## config.mk

```make
export PLATFORM = sky130hd
export DESIGN_NAME = cam_prot_i2c_target
export DESIGN_NICKNAME = d
export VERILOG_FILES = /design/src/common/cam_prot_pkg.sv /design/src/core/cam_prot_i2c_target.sv
export SDC_FILE = /design/constraint.sdc
export NUM_CORES = 1
export LEC_CHECK = 0
export ABC_AREA = 0
export BUFFER_PORTS_ARGS = -buffer_cell sky130_fd_sc_hd__buf_2
export CAP_MARGIN = 20
export CORE_MARGIN = 3
export CORE_UTILIZATION = 54
export DETAILED_ROUTE_END_ITERATION = 12
export GPL_TIMING_DRIVEN = 0
export HOLD_SLACK_MARGIN = 0.05
export PLACE_DENSITY = 0.76
export SYNTH_ARGS = -nofsm -noshare
export SYNTH_HDL_FRONTEND = slang
export SYNTH_SLANG_ARGS = --single-unit
export TNS_END_PERCENT = 10
```

## constraint.sdc

```tcl
create_clock -name sys_clk -period 5.4 [get_ports sys_clk]
set_clock_uncertainty 0.05 [all_clocks]
set_input_delay 0.27 -clock sys_clk [delete_from_list [all_inputs] [get_ports sys_clk]]
set_output_delay 0.27 -clock sys_clk [all_outputs]
set_load 0.03 [all_outputs]
```

## src/common/cam_prot_pkg.sv

```systemverilog
/*
 * Shared constants and types for the two-wire target block of the camera
 * power protector: timing, address layout, decoder states and carriers.
 * Assumes a 125 MHz system clock; nothing else.
 */
package cam_prot_pkg;

    // system clock period and spike width
    localparam int CLK_PERIOD_PS = 8000;
    localparam int SPIKE_NS = 50;
    // a pulse must outlast the spike width, so round up
    localparam int SPIKE_CYC = (SPIKE_NS * 1000 + CLK_PERIOD_PS - 1) / CLK_PERIOD_PS;

    // 7-bit address: fixed upper four bits, two factory bits, strap bit
    localparam logic [3:0] ADDR_FIXED_HI = 4'h5;
    localparam logic [1:0] ADDR_OPT_DEFAULT = 2'h0;
    localparam logic [7:0] GENERAL_CALL = 8'h00;

    // bit counter value after a whole byte
    localparam logic [3:0] BIT_CNT_BYTE = 4'h8;
    localparam logic [3:0] BIT_CNT_LAST_TX = 4'h7;

    // status registers whose read releases the latched fault
    localparam logic [7:0] STAT_FIRST = 8'h03;
    localparam logic [7:0] STAT_LAST = 8'h05;

    localparam int NUM_CH_DEFAULT = 4;

    // pin positions in the synchroniser vector
    localparam int PIN_SCL = 0;
    localparam int PIN_SDA = 1;
    localparam int PIN_ADDR = 2;
    localparam int PIN_EN = 3;
    localparam int PIN_COUNT = 4;

    typedef enum logic [2:0] {
        ST_IDLE,
        ST_RX,
        ST_ACK,
        ST_TX,
        ST_TXACK,
        ST_IGNORE
    } busState_t;

    typedef enum logic [1:0] {
        BY_ADDR,
        BY_REG,
        BY_DATA
    } byteKind_t;

    typedef struct packed {
        logic start;
        logic stop;
        logic rise;
        logic fall;
    } busEvt_t;

    typedef struct packed {
        logic [7:0] addr;
        logic [7:0] data;
        logic wr;
        logic rd;
    } regReq_t;

endpackage

```

## src/core/cam_prot_i2c_target.sv

```systemverilog
/*
 * Two-wire serial target of the camera power protector, with enable-pin
 * edge handling and the open-drain fault output.
 * Assumes: pins arrive asynchronous to sys_clk and are synchronised here;
 * the register file sits outside, answers rdData in the same clock domain
 * and holds it stable until the next read strobe; faultPresent is the
 * already masked fault level from the fault logic.
 */
//
// Overview of operation
// - one data bit per clock period; data stable while clock high.
// - data change while clock high is a bus condition, never a bit.
// - data falling with clock high starts a transfer; address follows.
// - data rising with clock high ends the transfer; return to idle.
// - repeated start keeps bus busy; next byte is a fresh address.
// - stop honoured at any bit, except in the same high as a start.
// - clock line is input only; never stretched or driven.
// - all-zero address byte is never acknowledged.
// - first byte is 7-bit address then direction bit, one means read.
// - lowest address bit follows the address-select pin.
// - address bits two and one are factory options, default zero.
// - every byte is eight bits plus one acknowledge pulse.
// - acknowledge holds data low across the whole ninth clock high.
// - data line is open drain: pull low or release, sample released.
// - clock rates up to 1 MHz from the controller are served.
// - both lines idle high; bus free until a start is seen.
// - glitches shorter than about 50 ns are filtered out.
// - enable rising soft-starts enabled channels; falling turns all off.
// - fault output is active low, open drain.
// - write: start, address write, register byte, data byte, stop.
// - read: write address, register byte, repeated start, read, stop.
// - fault output asserts on unmasked fault, held until status read.
// - channel on only while enable pin and its config bit are high.
`timescale 1ns/1ps
`default_nettype none

module cam_prot_i2c_target #(
    parameter int NUM_CH = cam_prot_pkg::NUM_CH_DEFAULT,
    parameter logic [1:0] ADDR_OPT = cam_prot_pkg::ADDR_OPT_DEFAULT,
    parameter int FILT_CYC = cam_prot_pkg::SPIKE_CYC
) (
    input wire logic sys_clk,
    input wire logic rst_n,
    input wire logic sclIn,
    input wire logic sdaIn,
    output logic sdaOut,
    output logic sdaOe,
    input wire logic addrSelPin,
    input wire logic enPin,
    input wire logic [7:0] rdData,
    input wire logic [NUM_CH-1:0] chanEnCfg,
    input wire logic faultPresent,
    output cam_prot_pkg::regReq_t regReq,
    output logic [NUM_CH-1:0] chanOn,
    output logic [NUM_CH-1:0] softStart,
    output logic intOut,
    output logic intOe
);
    import cam_prot_pkg::*;

    localparam int FCW = $clog2(FILT_CYC + 1);

    generate
        if (NUM_CH < 1 || NUM_CH > 8 || FILT_CYC < 1) begin : gParamCheck
            $error("unsupported channel count or filter length");
        end
    endgenerate

    logic [PIN_COUNT-1:0] sync1_q;
    logic [PIN_COUNT-1:0] sync2_q;
    logic [1:0] filt_q;
    logic [1:0] filtPrev_q;
    logic sclF;
    logic sdaF;
    busEvt_t evt;
    busState_t state_q;
    byteKind_t kind_q;
    logic [3:0] bitCnt_q;
    logic [7:0] shift_q;
    logic [7:0] txShift_q;
    logic readDir_q;
    logic ackSeen_q;
    logic startHigh_q;
    logic sdaOe_q;
    regReq_t regReq_q;
    logic [6:0] ownAddr;
    logic faultLatch_q;
    logic faultLatch_d;
    logic intOe_q;
    logic enPrev_q;
    logic [NUM_CH-1:0] chanOn_q;
    logic [NUM_CH-1:0] softStart_q;

    // first stage feeds only the second stage
    always_ff @(posedge sys_clk) begin
        if (!rst_n) begin
            sync1_q <= '1;
            sync2_q <= '1;
            // enable rests low on its pull-down; stages reset high would fake a rising edge
            sync1_q[PIN_EN] <= 1'b0;
            sync2_q[PIN_EN] <= 1'b0;
        end else begin
            sync1_q <= {enPin, addrSelPin, sdaIn, sclIn};
            sync2_q <= sync1_q;
        end
    end

    // a line only changes after staying put for FILT_CYC cycles; both lines
    // see the same delay so the data-after-clock ordering is preserved
    genvar gi;
    generate
        for (gi = 0; gi < 2; gi++) begin : gFilt
            logic [FCW-1:0] cnt_q;
            always_ff @(posedge sys_clk) begin
                if (!rst_n) begin
                    cnt_q <= '0;
                    filt_q[gi] <= 1'b1;
                end else if (sync2_q[gi] == filt_q[gi]) begin
                    cnt_q <= '0;
                end else if (cnt_q == FCW'(FILT_CYC - 1)) begin
                    cnt_q <= '0;
                    filt_q[gi] <= sync2_q[gi];
                end else begin
                    cnt_q <= cnt_q + FCW'(1);
                end
            end
        end
    endgenerate

    always_ff @(posedge sys_clk) begin
        if (!rst_n) begin
            filtPrev_q <= 2'h3;
        end else begin
            filtPrev_q <= filt_q;
        end
    end

    assign sclF = filt_q[PIN_SCL];
    assign sdaF = filt_q[PIN_SDA];

    // data moves while clock stays high: a condition, not a bit
    always_comb begin
        evt.rise = sclF & ~filtPrev_q[PIN_SCL];
        evt.fall = ~sclF & filtPrev_q[PIN_SCL];
        evt.start = sclF & filtPrev_q[PIN_SCL] & filtPrev_q[PIN_SDA] & ~sdaF;
        evt.stop = sclF & filtPrev_q[PIN_SCL] & ~filtPrev_q[PIN_SDA] & sdaF;
    end

    // strap bit is read live so a late-settling pin still counts
    assign ownAddr = {ADDR_FIXED_HI, ADDR_OPT, sync2_q[PIN_ADDR]};

    // a stop inside the same clock high as a start is not honoured
    always_ff @(posedge sys_clk) begin
        if (!rst_n) begin
            startHigh_q <= 1'b0;
        end else if (evt.start) begin
            startHigh_q <= 1'b1;
        end else if (evt.fall) begin
            startHigh_q <= 1'b0;
        end
    end

    always_ff @(posedge sys_clk) begin
        if (!rst_n) begin
            state_q <= ST_IDLE;
            kind_q <= BY_ADDR;
            bitCnt_q <= '0;
            shift_q <= '0;
            txShift_q <= '0;
            readDir_q <= 1'b0;
            ackSeen_q <= 1'b0;
            sdaOe_q <= 1'b0;
            regReq_q <= '0;
        end else begin
            // strobes last one cycle; address holds until the next register byte, data until the next data byte
            regReq_q.wr <= 1'b0;
            regReq_q.rd <= 1'b0;
            if (evt.start) begin
                state_q <= ST_RX;
                kind_q <= BY_ADDR;
                bitCnt_q <= '0;
                sdaOe_q <= 1'b0;
            end else if (evt.stop && !startHigh_q) begin
                state_q <= ST_IDLE;
                sdaOe_q <= 1'b0;
            end else begin
                case (state_q)
                    ST_IDLE: begin
                        // free bus: nothing is driven until a start is seen
                        sdaOe_q <= 1'b0;
                    end
                    ST_RX: begin
                        if (evt.rise) begin
                            shift_q <= {shift_q[6:0], sdaF};
                            bitCnt_q <= bitCnt_q + 4'h1;
                        end else if (evt.fall && bitCnt_q == BIT_CNT_BYTE) begin
                            bitCnt_q <= '0;
                            case (kind_q)
                                BY_ADDR: begin
                                    if (shift_q != GENERAL_CALL && shift_q[7:1] == ownAddr) begin
                                        state_q <= ST_ACK;
                                        sdaOe_q <= 1'b1;
                                        readDir_q <= shift_q[0];
                                        kind_q <= BY_REG;
                                        // fetch early; data is loaded at the end of the ack
                                        regReq_q.rd <= shift_q[0];
                                    end else begin
                                        state_q <= ST_IGNORE;
                                    end
                                end
                                BY_REG: begin
                                    regReq_q.addr <= shift_q;
                                    kind_q <= BY_DATA;
                                    state_q <= ST_ACK;
                                    sdaOe_q <= 1'b1;
                                end
                                default: begin
                                    // extra data bytes rewrite the same register
                                    regReq_q.data <= shift_q;
                                    regReq_q.wr <= 1'b1;
                                    state_q <= ST_ACK;
                                    sdaOe_q <= 1'b1;
                                end
                            endcase
                        end
                    end
                    ST_ACK: begin
                        // ack released only after the ninth clock falls
                        if (evt.fall) begin
                            bitCnt_q <= '0;
                            if (readDir_q) begin
                                state_q <= ST_TX;
                                txShift_q <= rdData;
                                sdaOe_q <= ~rdData[7];
                            end else begin
                                state_q <= ST_RX;
                                sdaOe_q <= 1'b0;
                            end
                        end
                    end
                    ST_TX: begin
                        if (evt.fall) begin
                            if (bitCnt_q == BIT_CNT_LAST_TX) begin
                                state_q <= ST_TXACK;
                                sdaOe_q <= 1'b0;
                            end else begin
                                bitCnt_q <= bitCnt_q + 4'h1;
                                txShift_q <= {txShift_q[6:0], 1'b0};
                                sdaOe_q <= ~txShift_q[6];
                            end
                        end
                    end
                    ST_TXACK: begin
                        if (evt.rise) begin
                            ackSeen_q <= ~sdaF;
                            regReq_q.rd <= ~sdaF;
                        end else if (evt.fall) begin
                            bitCnt_q <= '0;
                            if (ackSeen_q) begin
                                state_q <= ST_TX;
                                txShift_q <= rdData;
                                sdaOe_q <= ~rdData[7];
                            end else begin
                                // a master nack ends the read; only a new start wakes us
                                state_q <= ST_IGNORE;
                            end
                        end
                    end
                    ST_IGNORE: begin
                        sdaOe_q <= 1'b0;
                    end
                    default: begin
                        sdaOe_q <= 1'b0;
                    end
                endcase
            end
        end
    end

    // a new fault in the clearing cycle keeps the latch set
    always_comb begin
        faultLatch_d = faultLatch_q;
        if (regReq_q.rd && regReq_q.addr >= STAT_FIRST && regReq_q.addr <= STAT_LAST) begin
            faultLatch_d = 1'b0;
        end
        if (faultPresent) begin
            faultLatch_d = 1'b1;
        end
    end

    always_ff @(posedge sys_clk) begin
        if (!rst_n) begin
            faultLatch_q <= 1'b0;
            intOe_q <= 1'b0;
        end else begin
            faultLatch_q <= faultLatch_d;
            intOe_q <= faultLatch_d;
        end
    end

    // last synchronised enable level, for the rising-edge soft-start
    always_ff @(posedge sys_clk) begin
        if (!rst_n) begin
            enPrev_q <= 1'b0;
        end else begin
            enPrev_q <= sync2_q[PIN_EN];
        end
    end

    generate
        for (gi = 0; gi < NUM_CH; gi++) begin : gChan
            always_ff @(posedge sys_clk) begin
                if (!rst_n) begin
                    chanOn_q[gi] <= 1'b0;
                    softStart_q[gi] <= 1'b0;
                end else begin
                    chanOn_q[gi] <= sync2_q[PIN_EN] & chanEnCfg[gi];
                    softStart_q[gi] <= sync2_q[PIN_EN] & ~enPrev_q & chanEnCfg[gi];
                end
            end
        end
    endgenerate

    // no clock output exists: the clock line is never driven
    assign sdaOut = 1'b0;
    assign sdaOe = sdaOe_q;
    assign intOut = 1'b0;
    assign intOe = intOe_q;
    assign regReq = regReq_q;
    assign chanOn = chanOn_q;
    assign softStart = softStart_q;

    // 1 MHz clock high of 260 ns is ~32 cycles, well above filter plus sync

endmodule

`default_nettype wire

```

=== Word-level counts from Yosys, hierarchy flattened ===
Index checks and enable logic that the tools add are counted.

* Register bits: 74
* Bits in latches: 0
* RAM bits: 0
* ROM bits: 0
* Input bits: 19
* Output and inout bits: 30
* Memories kept: 0

* $add $sub $neg: 3
* Multiply operators: 0
* Div/mod/pow operators: 0
* $lt $le $gt $ge: 2
* Equal/unequal tests: 32
* Shift-type cells: 0
* Muxes and demuxes: 54
* Bitwise logic cells: 32
* Reductions and logical operators: 33

{| class="wikitable"
|+ Operators with widths
! cell !! count
|-
| $mux 7 || 7
|-
| $mux 3 || 10
|-
| $ne 4x4->1 const B || 7
|-
| $mux 4 || 6
|-
| $reduce_and 6->1 || 4
|-
| $reduce_and 8->1 || 3
|-
| $mux 1 || 23
|-
| $ne 2x2->1 const B || 11
|-
| $pmux 7 s3 || 1
|-
| $and 1x1->1 || 16
|-
| $not 1->1 || 16
|-
| $pmux 4 s4 || 1
|-
| $pmux 3 s4 || 1
|-
| $reduce_and 10->1 || 1
|-
| $eq 3x3->1 const B || 3
|-
| $reduce_or 3->1 || 3
|-
| $ge 8x2->1 const B || 1
|-
| $le 8x3->1 const B || 1
|-
| $reduce_and 4->1 || 2
|-
| $reduce_bool 8->1 || 1
|-
| $eq 7x6->1 || 1
|-
| $reduce_and 7->1 || 1
|-
| $add 3x1->3 const B || 2
|-
| $eq 3x2->1 const B || 2
|-
| 21 further kinds || 32
|}

=== Longest topological paths before layout ===
Gate-level depths: netlist of run 1.

* Depth in word-level cells: 9
* Depth in mapped cells: 9
* Depth with buffers taken out: 7

=== Worst setup path after synthesis of run 1 ===
Ideal clock, no wire load.

* Path kind: register to register
* From: reg bitCnt_q[0]
* To: reg state_q[1]
* Setup time: 131 ps
* Arrival: 1854 ps
* Required time: 5219 ps
* Path slack: 3366 ps
* Cell stages (with the launch flop): 9
* Buffers on the path: 1
* Clock period less this slack: 2034 ps
* Path through: dfxtp_1 > inv_1 > ha_1 > and3b_1 > and3_1 > buf_2 > or4_1 > a21oi_1 > nor3_1

* Cells in the longest elaborated chain, start to end: 4

{| class="wikitable"
|+ RTL lines
! what !! line !! text
|-
| start, declared || cam_prot_i2c_target.sv:78 || <nowiki>logic [3:0] bitCnt_q;</nowiki>
|-
| start signal, assigned || cam_prot_i2c_target.sv:195 || <nowiki>bitCnt_q <= bitCnt_q + 4'h1;</nowiki>
|-
| start signal, assigned || cam_prot_i2c_target.sv:247 || <nowiki>bitCnt_q <= bitCnt_q + 4'h1;</nowiki>
|-
| $eq 4x4->1 || cam_prot_i2c_target.sv:196 || <nowiki>end else if (evt.fall && bitCnt_q == BIT_CNT_BYTE) begin</nowiki>
|-
| $logic_and 1x1->1 || cam_prot_i2c_target.sv:196 ||
|-
| $ne 2x2->1 (no line) || n/a ||
|-
| $reduce_and 8->1 (no line) * || n/a ||
|-
| end signal, assigned || cam_prot_i2c_target.sv:201 || <nowiki>state_q <= ST_ACK;</nowiki>
|-
| end signal, assigned || cam_prot_i2c_target.sv:208 || <nowiki>state_q <= ST_IGNORE;</nowiki>
|-
| end signal, assigned || cam_prot_i2c_target.sv:214 || <nowiki>state_q <= ST_ACK;</nowiki>
|-
| end, declared || cam_prot_i2c_target.sv:76 || <nowiki>busState_t state_q;</nowiki>
|}

Every way passes the cells marked *; elsewhere a longest branch is shown, timed or not.
A chain may end at the register's enable or synchronous reset.

=== Final worst setup path of run 1 ===
Same ends and word-level chain as after synthesis.

==> results of run 1 <==
==> layout make-up <==
class                           instances  share of cell area
Timing Repair Buffer                   49              0.0695
Inverter                                8             0.00802
Clock inverter                          6              0.0307
Tap cell                               72              0.0240
Clock buffer                           10              0.0341
Sequential cell                        74               0.395
Multi-Input combinational cell        251               0.410
Buffer                                 20              0.0281
==> critical path, delay by kind of cell (launching register included) <==
family	cells	cell delay (ns)
flops	1	0.40
buf+inv	2	0.24
simple gates	4	1.05
compound gates	1	0.16
fa+ha+maj	1	0.19
==> layer usage <==
metal  GRT usage  vias up  wire, um
met2       0.336      109      3040
met5           0        -         0
met3      0.0651       11       524
met4      0.0963        0       113
li1            -     1366         -
met1       0.281     1272      3150
==> synth_stat cells (2+ instances only) <==
master / n / area share
a21boi_0: 2 / 0.0048
a21oi_1: 28 / 0.044
a311oi_1: 6 / 0.017
and2_1: 3 / 0.0060
and3_1: 5 / 0.0099
and3b_1: 2 / 0.0056
buf_2: 5 / 0.0079
buf_4: 2 / 0.0048
buf_6: 2 / 0.0072
clkbuf_1: 10 / 0.012
dfxtp_1: 74 / 0.47
ha_1: 6 / 0.024
inv_1: 7 / 0.0083
mux2i_1: 13 / 0.041
nand2_1: 34 / 0.041
nand2b_1: 13 / 0.026
nand3_1: 35 / 0.056
nand3b_1: 2 / 0.0048
nand4b_1: 6 / 0.017
nor2_1: 35 / 0.042
nor2b_1: 8 / 0.016
nor3_1: 4 / 0.0064
nor4_1: 3 / 0.0060
o211ai_1: 2 / 0.0048
o21ai_0: 5 / 0.0079
o21bai_1: 2 / 0.0048
o22ai_1: 4 / 0.0079
or3_1: 2 / 0.0040
or4_1: 3 / 0.0072
xor2_1: 2 / 0.0056
==> flip-flops by register name, indices dropped and copies added (netlist names) <==
name / count
filtPrev_q: 2
shift_q: 8
sclF: 1
sdaOe: 1
ackSeen_q: 1
bitCnt_q: 4
chanOn: 4
startHigh_q: 1
readDir_q: 1
sync2_q: 4
softStart: 4
gFilt.cnt_q: 6
regReq: 18
txShift_q: 7
state_q: 3
enPrev_q: 1
sdaF: 1
intOe: 1
sync1_q: 4
kind_q: 2
==> logic make-up after synthesis <==
group,count (synthesis),synth area share
and+or+nand+nor,165,0.279
adders and majority gates,6,0.0238
muxes,13,0.0413
buffers and inverters,28,0.0429
xor gates and xnor gates,3,0.00834
DFF,74,0.470
other,1,0.00119
AOI/OAI and AO/OA,62,0.133
==> stage by stage <==
step                       util  instances
after floorplan               -        353
after global placement    0.623        471
after detailed placement  0.623        471
after CTS                 0.672        490
after global routing      0.672        490
final                     0.672        490
==> timing repair <==
action	in CTS	in global routing
hold buffers	3	0
setup endpoints to repair	0	0
setup buffers	0	0
hold endpoints to repair	3	0
resized for setup	0	0
==> report_power, final <==
group	total, mW	leakage (nW)	switching (mW)	internal [mW]
sequential	0.552	0.599	0.00207	0.550
clock	0.513	0.117	0.205	0.308
combinational	0.0322	0.845	0.0195	0.0127
total	1.10	1.56	0.227	0.871
==> final timing paths <==
check	to	slack (ns)	cells after the start
setup / recovery	state_q[1]	3.18	8
hold / removal	intOe	0.07	3
setup reg to reg	state_q[1]	3.18	8
hold reg to reg	sync2_q[2]	0.36	1
==> impl_metrics.py, run 1 <==
metrics = {
    "sta": {
        "tightest_slew_ns": 0.554,
        "slew_headroom": 0.627,
        "hold_viol_final": 0,
        "fmax_mhz": 450,
        "slew_viol_final": 0,
        "hold_ws_ns": 0.0701,
        "post-route-min-period_ns": 2.22,
        "rsz0062_at_grt": "false",
        "setup_viol": 0,
        "setup_ws_ns": 3.18,
        "tns_ns": 0,
        "fin_crit_sh": 0.411,
    },
    "logic_synthesis": {
        "ys_seq_area_frac": 0.470,
        "ys.flop_type": "dfxtp_1",
        "yosysUniqueCellTypes": 57,
        "async_flop_share": 0,
        "synth-edff-count": 0,
        "yosys_warnings": 0,
        "synth_cells": 352,
        "syn_avg_cell_area_um2": 8.95,
        "syn_area_um2": 3150,
        "ys_ff_latch": 74,
    },
    "setup_path": {
        "cp_slowest_cell": "or4_1",
        "max_stage_delay_ns": 0.55,
        "r2r_start": "bitCnt_q[0]",
        "cp.required_ns": 5.57,
        "cp-startpoint": "bitCnt_q[0]",
        "arrival_ns": 2.39,
        "start_kind": "flip-flop",
        "worstSetupPathType": "reg -> reg",
        "worstPathMaxFanout": 10,
        "crit_chain": "inv_1 > ha_1 > and3b_1 > and3_1 > buf_2 > or4_1 > a21oi_1 > nor3_1",
        "end_kind": "flip-flop",
    },
    "die": {
        "num_rows": 27,
        "die_height_um": 82.4,
        "io_pins": 49,
        "core_area_um2": 5570,
        "initial_utilization": 0.565,
        "die_area_um2": 6780,
        "die_x_um": 82.4,
    },
    "clock_tree": {
        "numCtsBuffers": 9,
        "clockRootBuffer": "clkbuf_8",
        "clk_pin_slew_ns": 0.08,
        "cts_sinks": 74,
        "clock_path_buffers": 2,
        "insertion_delay_ns": 0.35,
        "htree_levels": 3,
        "cts_tree": "yes",
    },
    "detailed_routing": {
        "drt_iter0_markers": 198,
        "drtPass1Iterations": 5,
        "routed_wl_um": 6830,
        "ant_nets": 0,
        "drc_errors": 0,
        "avgViaCountPerCell": 5.63,
        "vias": 2758,
        "wire_per_inst_um": 13.9,
    },
    "finish": {
        "nFillCells": 487,
        "layout_common_cells": "74 x dfxtp_1, 51 x buf_2, 35 x nand3_1, 35 x nor2_1, 34 x nand2_1",
        "drive_gt1_frac": 0.191,
        "antenna_cells": 0,
        "regArea_um2": 1480,
        "area_delta_synth_final_pct": 19.0,
        "layout_commonest_cell": "dfxtp_1",
        "stdcell_area_um2": 3750,
        "multi_input_area_um2": 1540,
        "nets": 438,
    },
    "outcome": {
        "status": "finished, final reports clean",
    },
    "worst_hold_path": {
        "hold_path.startpoint": "faultPresent",
        "worst_hold_path_type": "in -> reg",
    },
    "placed_design": {
        "post-dp-hpwl_um": 4840,
        "place_congestion": 0.952,
        "dp_slack_ns": 3.23,
        "post_dp_cell_area_um2": 3470,
        "portBuffers": 46,
    },
    "pwr": {
        "p_leak_nw": 1.56,
        "powerDensity_nw_per_um2": 293,
        "peakVddDrop_uv": 213,
        "p_total_mw": 1.10,
    },
    "grt": {
        "antenna_found_initial": 0,
        "grt_pass1_wl_um": 11200,
        "first_global_vias": 2452,
        "grt_overflow_total": 0,
        "track_usage": 0.218,
        "grt_max_degree": 14,
    },
    "run": {
        "drv_cap": 0,
    },
}
No activity file was read; power rests on OpenSTA's default activity.
==> inputs of run 2 (changes only) <==
Settings changed: CORE_UTILIZATION 54 to 50, PLACE_DENSITY 0.76 to 0.74.
Clock period 5.4 ns to 1.83 ns, I/O delays scaled along.
==> impl_metrics.py, run 2 (same netlist as run 1, synthesis figures left out) <==
metrics = {
    "outcome": {
        "status": "finished, violations left",
        "violations": "setup timing",
    },
    "setup_path": {
        "reg2regPathDepth": 8,
        "r2r_start": "bitCnt_q[0]",
        "end_kind": "flip-flop",
        "cp.required_ns": 2.01,
        "start_kind": "flip-flop",
        "worstSetupPathType": "reg -> reg",
        "cp-startpoint": "bitCnt_q[0]",
        "arrival_ns": 2.12,
        "worstPathMaxFanout": 6,
    },
    "grt": {
        "track_usage": 0.212,
        "first_global_vias": 2605,
        "grt_pass1_wl_um": 12300,
        "antenna_found_initial": 0,
        "grt_overflow_total": 0,
        "grt_max_degree": 13,
    },
    "sta": {
        "setup_ws_ns": -0.111,
        "fmax_mhz": 515,
        "tns_ns": -0.368,
        "hold_ws_ns": 0.0659,
        "setup_viol": 12,
        "fin_crit_sh": 1.06,
        "rsz0062_at_grt": "true",
        "tightest_slew_ns": 0.573,
        "slew_viol_final": 0,
        "slew_headroom": 0.616,
        "hold_viol_final": 0,
        "post-route-min-period_ns": 1.94,
    },
    "finish": {
        "area_delta_synth_final_pct": 34.7,
        "nets": 472,
        "layout_commonest_cell": "dfxtp_1",
        "layout_common_cells": "68 x dfxtp_1, 47 x buf_2, 35 x nand3_1",
        "utilization": 0.704,
        "nFillCells": 468,
        "largest_reg_flops": 18,
        "drive_gt1_frac": 0.290,
        "antenna_cells": 0,
        "stdcell_count": 527,
    },
    "detailed_routing": {
        "drt_iter0_markers": 247,
        "drtPass1Iterations": 6,
        "routed_wl_um": 7890,
        "wire_per_inst_um": 15.0,
        "vias": 2868,
        "avgViaCountPerCell": 5.44,
        "drc_errors": 0,
        "ant_nets": 0,
    },
    "run": {
        "drv_cap": 0,
    },
    "die": {
        "die_x_um": 85.4,
        "die_height_um": 85.4,
        "io_pins": 49,
        "initial_utilization": 0.523,
        "num_rows": 28,
        "core_area_um2": 6030,
        "die_area_um2": 7290,
    },
    "clock_tree": {
        "insertion_delay_ns": 0.34,
        "cts_sinks": 74,
        "cts_tree": "yes",
        "clk_pin_slew_ns": 0.07,
        "numCtsBuffers": 9,
        "clockRootBuffer": "clkbuf_8",
        "htree_levels": 3,
        "clock_path_buffers": 2,
    },
    "pwr": {
        "power_switching_mw": 0.648,
        "p_leak_nw": 1.82,
        "p_comb_frac": 0.039,
        "switching_share": 0.208,
        "intPower_mw": 2.47,
        "peakVddDrop_uv": 631,
        "powerDensity_nw_per_um2": 735,
        "power_frac_clock": 0.440,
        "p_seq_frac": 0.522,
    },
    "worst_hold_path": {
        "hold_path.startpoint": "rst_n",
        "min_path_cells": 3,
        "worst_hold_path_type": "in -> reg",
    },
    "placed_design": {
        "portBuffers": 46,
        "post-dp-hpwl_um": 5050,
        "place_congestion": 0.983,
        "dp_slack_ns": -0.242,
        "dpl.cell_count": 474,
    },
}
## run 2: cell count changes in the layout (fill, tap and decap cells not counted), sizes merged
cell | previous run | this run
buf | 55 | 76
bufinv | 3 | 2
clkinvlp | 1 | 0
clkinv | 3 | 5
dlygate4sd3 | 3 | 16
## run 2: critical path, stage by stage (launching register included)
cell      delay [ns]
dfxtp_4         0.37
inv_1           0.04
ha_1            0.18
and3b_2         0.22
and3_4          0.17
buf_6           0.13
or4_4           0.43
nand4b_1        0.13
o211ai_1        0.09
## run 2: repair_timing
action | CTS | global route
hold buffers | 16 | 0
pin swaps | 10 | 14
setup buffers | 4 | 16
hold endpoints to repair | 16 | 0
setup endpoints to repair | 34 | 42
gates cloned | 0 | 1
gates resized for setup | 20 | 30
## run 2: per-layer routing
metal | up-vias | GRT usage | share of wire
met5 | - | 0 | 0
met4 | 0 | 0.0791 | 0.016
met3 | 13 | 0.0553 | 0.052
met2 | 71 | 0.334 | 0.48
met1 | 1355 | 0.280 | 0.45
li1 | 1429 | - | -
## run 2: cell type report
type                            count  area, um2  area share
Buffer                             20        143      0.0336
Timing Repair Buffer               83        566       0.133
Multi-Input combinational cell    251       1700       0.400
Inverter                            8       30.0     0.00708
Clock buffer                       10        138      0.0324
Clock inverter                      6       80.1      0.0189
Sequential cell                    74       1500       0.353
Tap cell                           75       93.8      0.0221
## run 2: stage by stage
| stage | instance area (um2) | power (mW) |
|---|---|---|
| floorplan | 3170 | 1.72 |
| global placement | 3500 | 1.76 |
| detailed placement | 3500 | 1.76 |
| CTS | 3990 | 3.14 |
| global route | 4240 | 3.24 |
| finish | 4240 | 3.12 |
## run 2: power groups by stage
stage | Clock (mW) | Sequential [mW] | Combinational, mW
final | 1.37 | 1.63 | 0.120
after floorplan | 0 | 1.68 | 0.0453
after global placement | 0 | 1.67 | 0.0896
after detailed placement | 0 | 1.67 | 0.0904
after CTS | 1.40 | 1.63 | 0.116
after global routing | 1.48 | 1.63 | 0.132
## run 2: path summary, 6_finish.rpt
check                     end  slack, ns
hold reg to reg    sync2_q[2]       0.36
hold / removal    bitCnt_q[1]       0.07
setup reg to reg   state_q[0]      -0.11
setup / recovery   state_q[0]      -0.11
==> inputs of run 3 (changes only) <==
Settings changed: CORE_ASPECT_RATIO set to 0.8, CTS_CLUSTER_DIAMETER set to 150.
==> impl_metrics.py, run 3 (same netlist as run 1, synthesis figures left out) <==
metrics = {
    "outcome": {
        "status": "finished, violations left",
        "violations": "setup timing",
    },
    "grt": {
        "grt_overflow_total": 0,
        "grt_max_degree": 14,
        "grt_pass1_wl_um": 11800,
        "antenna_found_initial": 0,
        "track_usage": 0.206,
        "first_global_vias": 2516,
    },
    "setup_path": {
        "max_stage_delay_ns": 0.42,
        "arrival_ns": 2.03,
        "worstPathMaxFanout": 4,
        "rr_endpoint": "state_q[1]",
        "r2r_start": "bitCnt_q[1]",
        "worstSetupPathType": "reg -> reg",
        "end_kind": "flip-flop",
        "crit_chain": "inv_2 > ha_2 > and3b_2 > and3_4 > buf_6 > or4_4 > a21oi_2 > nor3_1",
        "start_kind": "flip-flop",
        "reg2regPathDepth": 8,
        "crit_buf_inv": 2,
        "cp_slowest_cell": "or4_4",
        "cp.required_ns": 1.99,
        "r2r_slack_ns": -0.04,
        "crit_family": "simple AND/OR/NAND/NOR gates",
    },
    "finish": {
        "area_delta_synth_final_pct": 31.3,
        "layout_commonest_cell": "dfxtp_1",
        "largest_reg_flops": 18,
        "nFillCells": 483,
        "drive_gt1_frac": 0.269,
        "layout_common_cells": "71 x dfxtp_1, 48 x buf_2, 35 x nor2_1",
        "nets": 466,
        "antenna_cells": 0,
        "stdcell_area_um2": 4140,
    },
    "detailed_routing": {
        "drt_iter0_markers": 202,
        "wire_per_inst_um": 14.4,
        "avgViaCountPerCell": 5.44,
        "vias": 2865,
        "ant_nets": 0,
        "routed_wl_um": 7600,
        "drc_errors": 0,
        "drtPass1Iterations": 4,
    },
    "sta": {
        "rsz0062_at_grt": "true",
        "setup_ws_ns": -0.0399,
        "fin_crit_sh": 1.02,
        "post-route-min-period_ns": 1.87,
        "hold_viol_final": 0,
        "slew_viol_final": 0,
        "setup_viol": 4,
        "fmax_mhz": 535,
    },
    "pwr": {
        "peakVddDrop_uv": 637,
        "p_leak_nw": 1.77,
        "p_total_mw": 3.16,
        "powerDensity_nw_per_um2": 763,
    },
    "die": {
        "initial_utilization": 0.524,
        "num_rows": 25,
        "die_area_um2": 7290,
        "die_height_um": 77.0,
        "io_pins": 49,
        "die_x_um": 94.7,
        "core_area_um2": 6010,
    },
    "placed_design": {
        "post-dp-hpwl_um": 5190,
        "dp_slack_ns": -0.191,
        "place_congestion": 0.933,
        "post_dp_cell_area_um2": 3500,
        "portBuffers": 46,
    },
    "clock_tree": {
        "clk_pin_slew_ns": 0.07,
        "cts_tree": "yes",
        "insertion_delay_ns": 0.35,
        "htree_levels": 3,
        "clock_path_buffers": 2,
        "cts_sinks": 74,
        "clockRootBuffer": "clkbuf_8",
        "numCtsBuffers": 9,
    },
    "run": {
        "drv_cap": 0,
    },
    "worst_hold_path": {
        "min_path_cells": 5,
        "hold_path.startpoint": "rdData[7]",
        "worst_hold_path_type": "in -> reg",
        "min_to": "sdaOe",
    },
}
## run 3: worst register-to-register path, stage by stage, from the launching register on
cell and delay [ns]:
dfxtp_4 0.37, inv_2 0.03, ha_2 0.15, and3b_2 0.23
and3_4 0.17, buf_6 0.12, or4_4 0.42, a21oi_2 0.13
nor3_1 0.07
## run 3: cell type report
class                      count  area [um2]  share of cell area
sequential                    74        1490               0.360
inverter                       8        33.8             0.00817
clock buffer                  10         138              0.0333
timing repair buffer          77         515               0.125
multi-input combinational    251        1640               0.397
tap                           81         101              0.0245
clock inverter                 6        90.1              0.0218
buffer                        20         130              0.0315
## run 3: worst max-delay path by stage
| stage | start | end | slack, ns | depth (start not counted) |
|---|---|---|---|---|
| after floorplan | bitCnt_q[0] | state_q[0] | 0.02 | 8 |
| after global placement | state_q[2] | txShift_q[6] | -0.11 | 7 |
| after detailed placement | state_q[1] | txShift_q[4] | -0.19 | 7 |
| after CTS | bitCnt_q[1] | state_q[0] | -0.05 | 8 |
| after global routing | bitCnt_q[1] | state_q[1] | -0.15 | 7 |
| final | bitCnt_q[1] | state_q[1] | -0.04 | 8 |
## run 3: where the power goes
part	internal (mW)	total (mW)	switching [mW]
sequential	1.62	1.63	0.00632
clock	0.806	1.41	0.601
combinational	0.0574	0.120	0.0626
## run 3: per-stage QoR
step	hold WS, ns	instances	TNS, ns	utilization
floorplan	0.143	353	0	-
global placement	0.222	480	-1.56	0.584
detailed placement	0.225	480	-2.89	0.584
CTS	0.241	520	-0.216	0.669
global route	0.338	527	-1.77	0.689
finish	0.274	527	-0.113	0.689
## run 3: layer usage
metal	global-route usage	part of all wire	vias up
met2	0.315	0.46	99
li1	-	-	1419
met4	0.0620	0.012	0
met5	0	0	-
met1	0.273	0.46	1336
met3	0.0706	0.064	11
## run 3: timing repair
item | CTS | global route
setup endpoints to repair | 33 | 45
buffers inserted | 6 | 7
hold endpoints to repair | 17 | 0
hold buffers | 17 | 0
pin swaps | 10 | 5
cloned | 1 | 0
resized for setup | 19 | 20
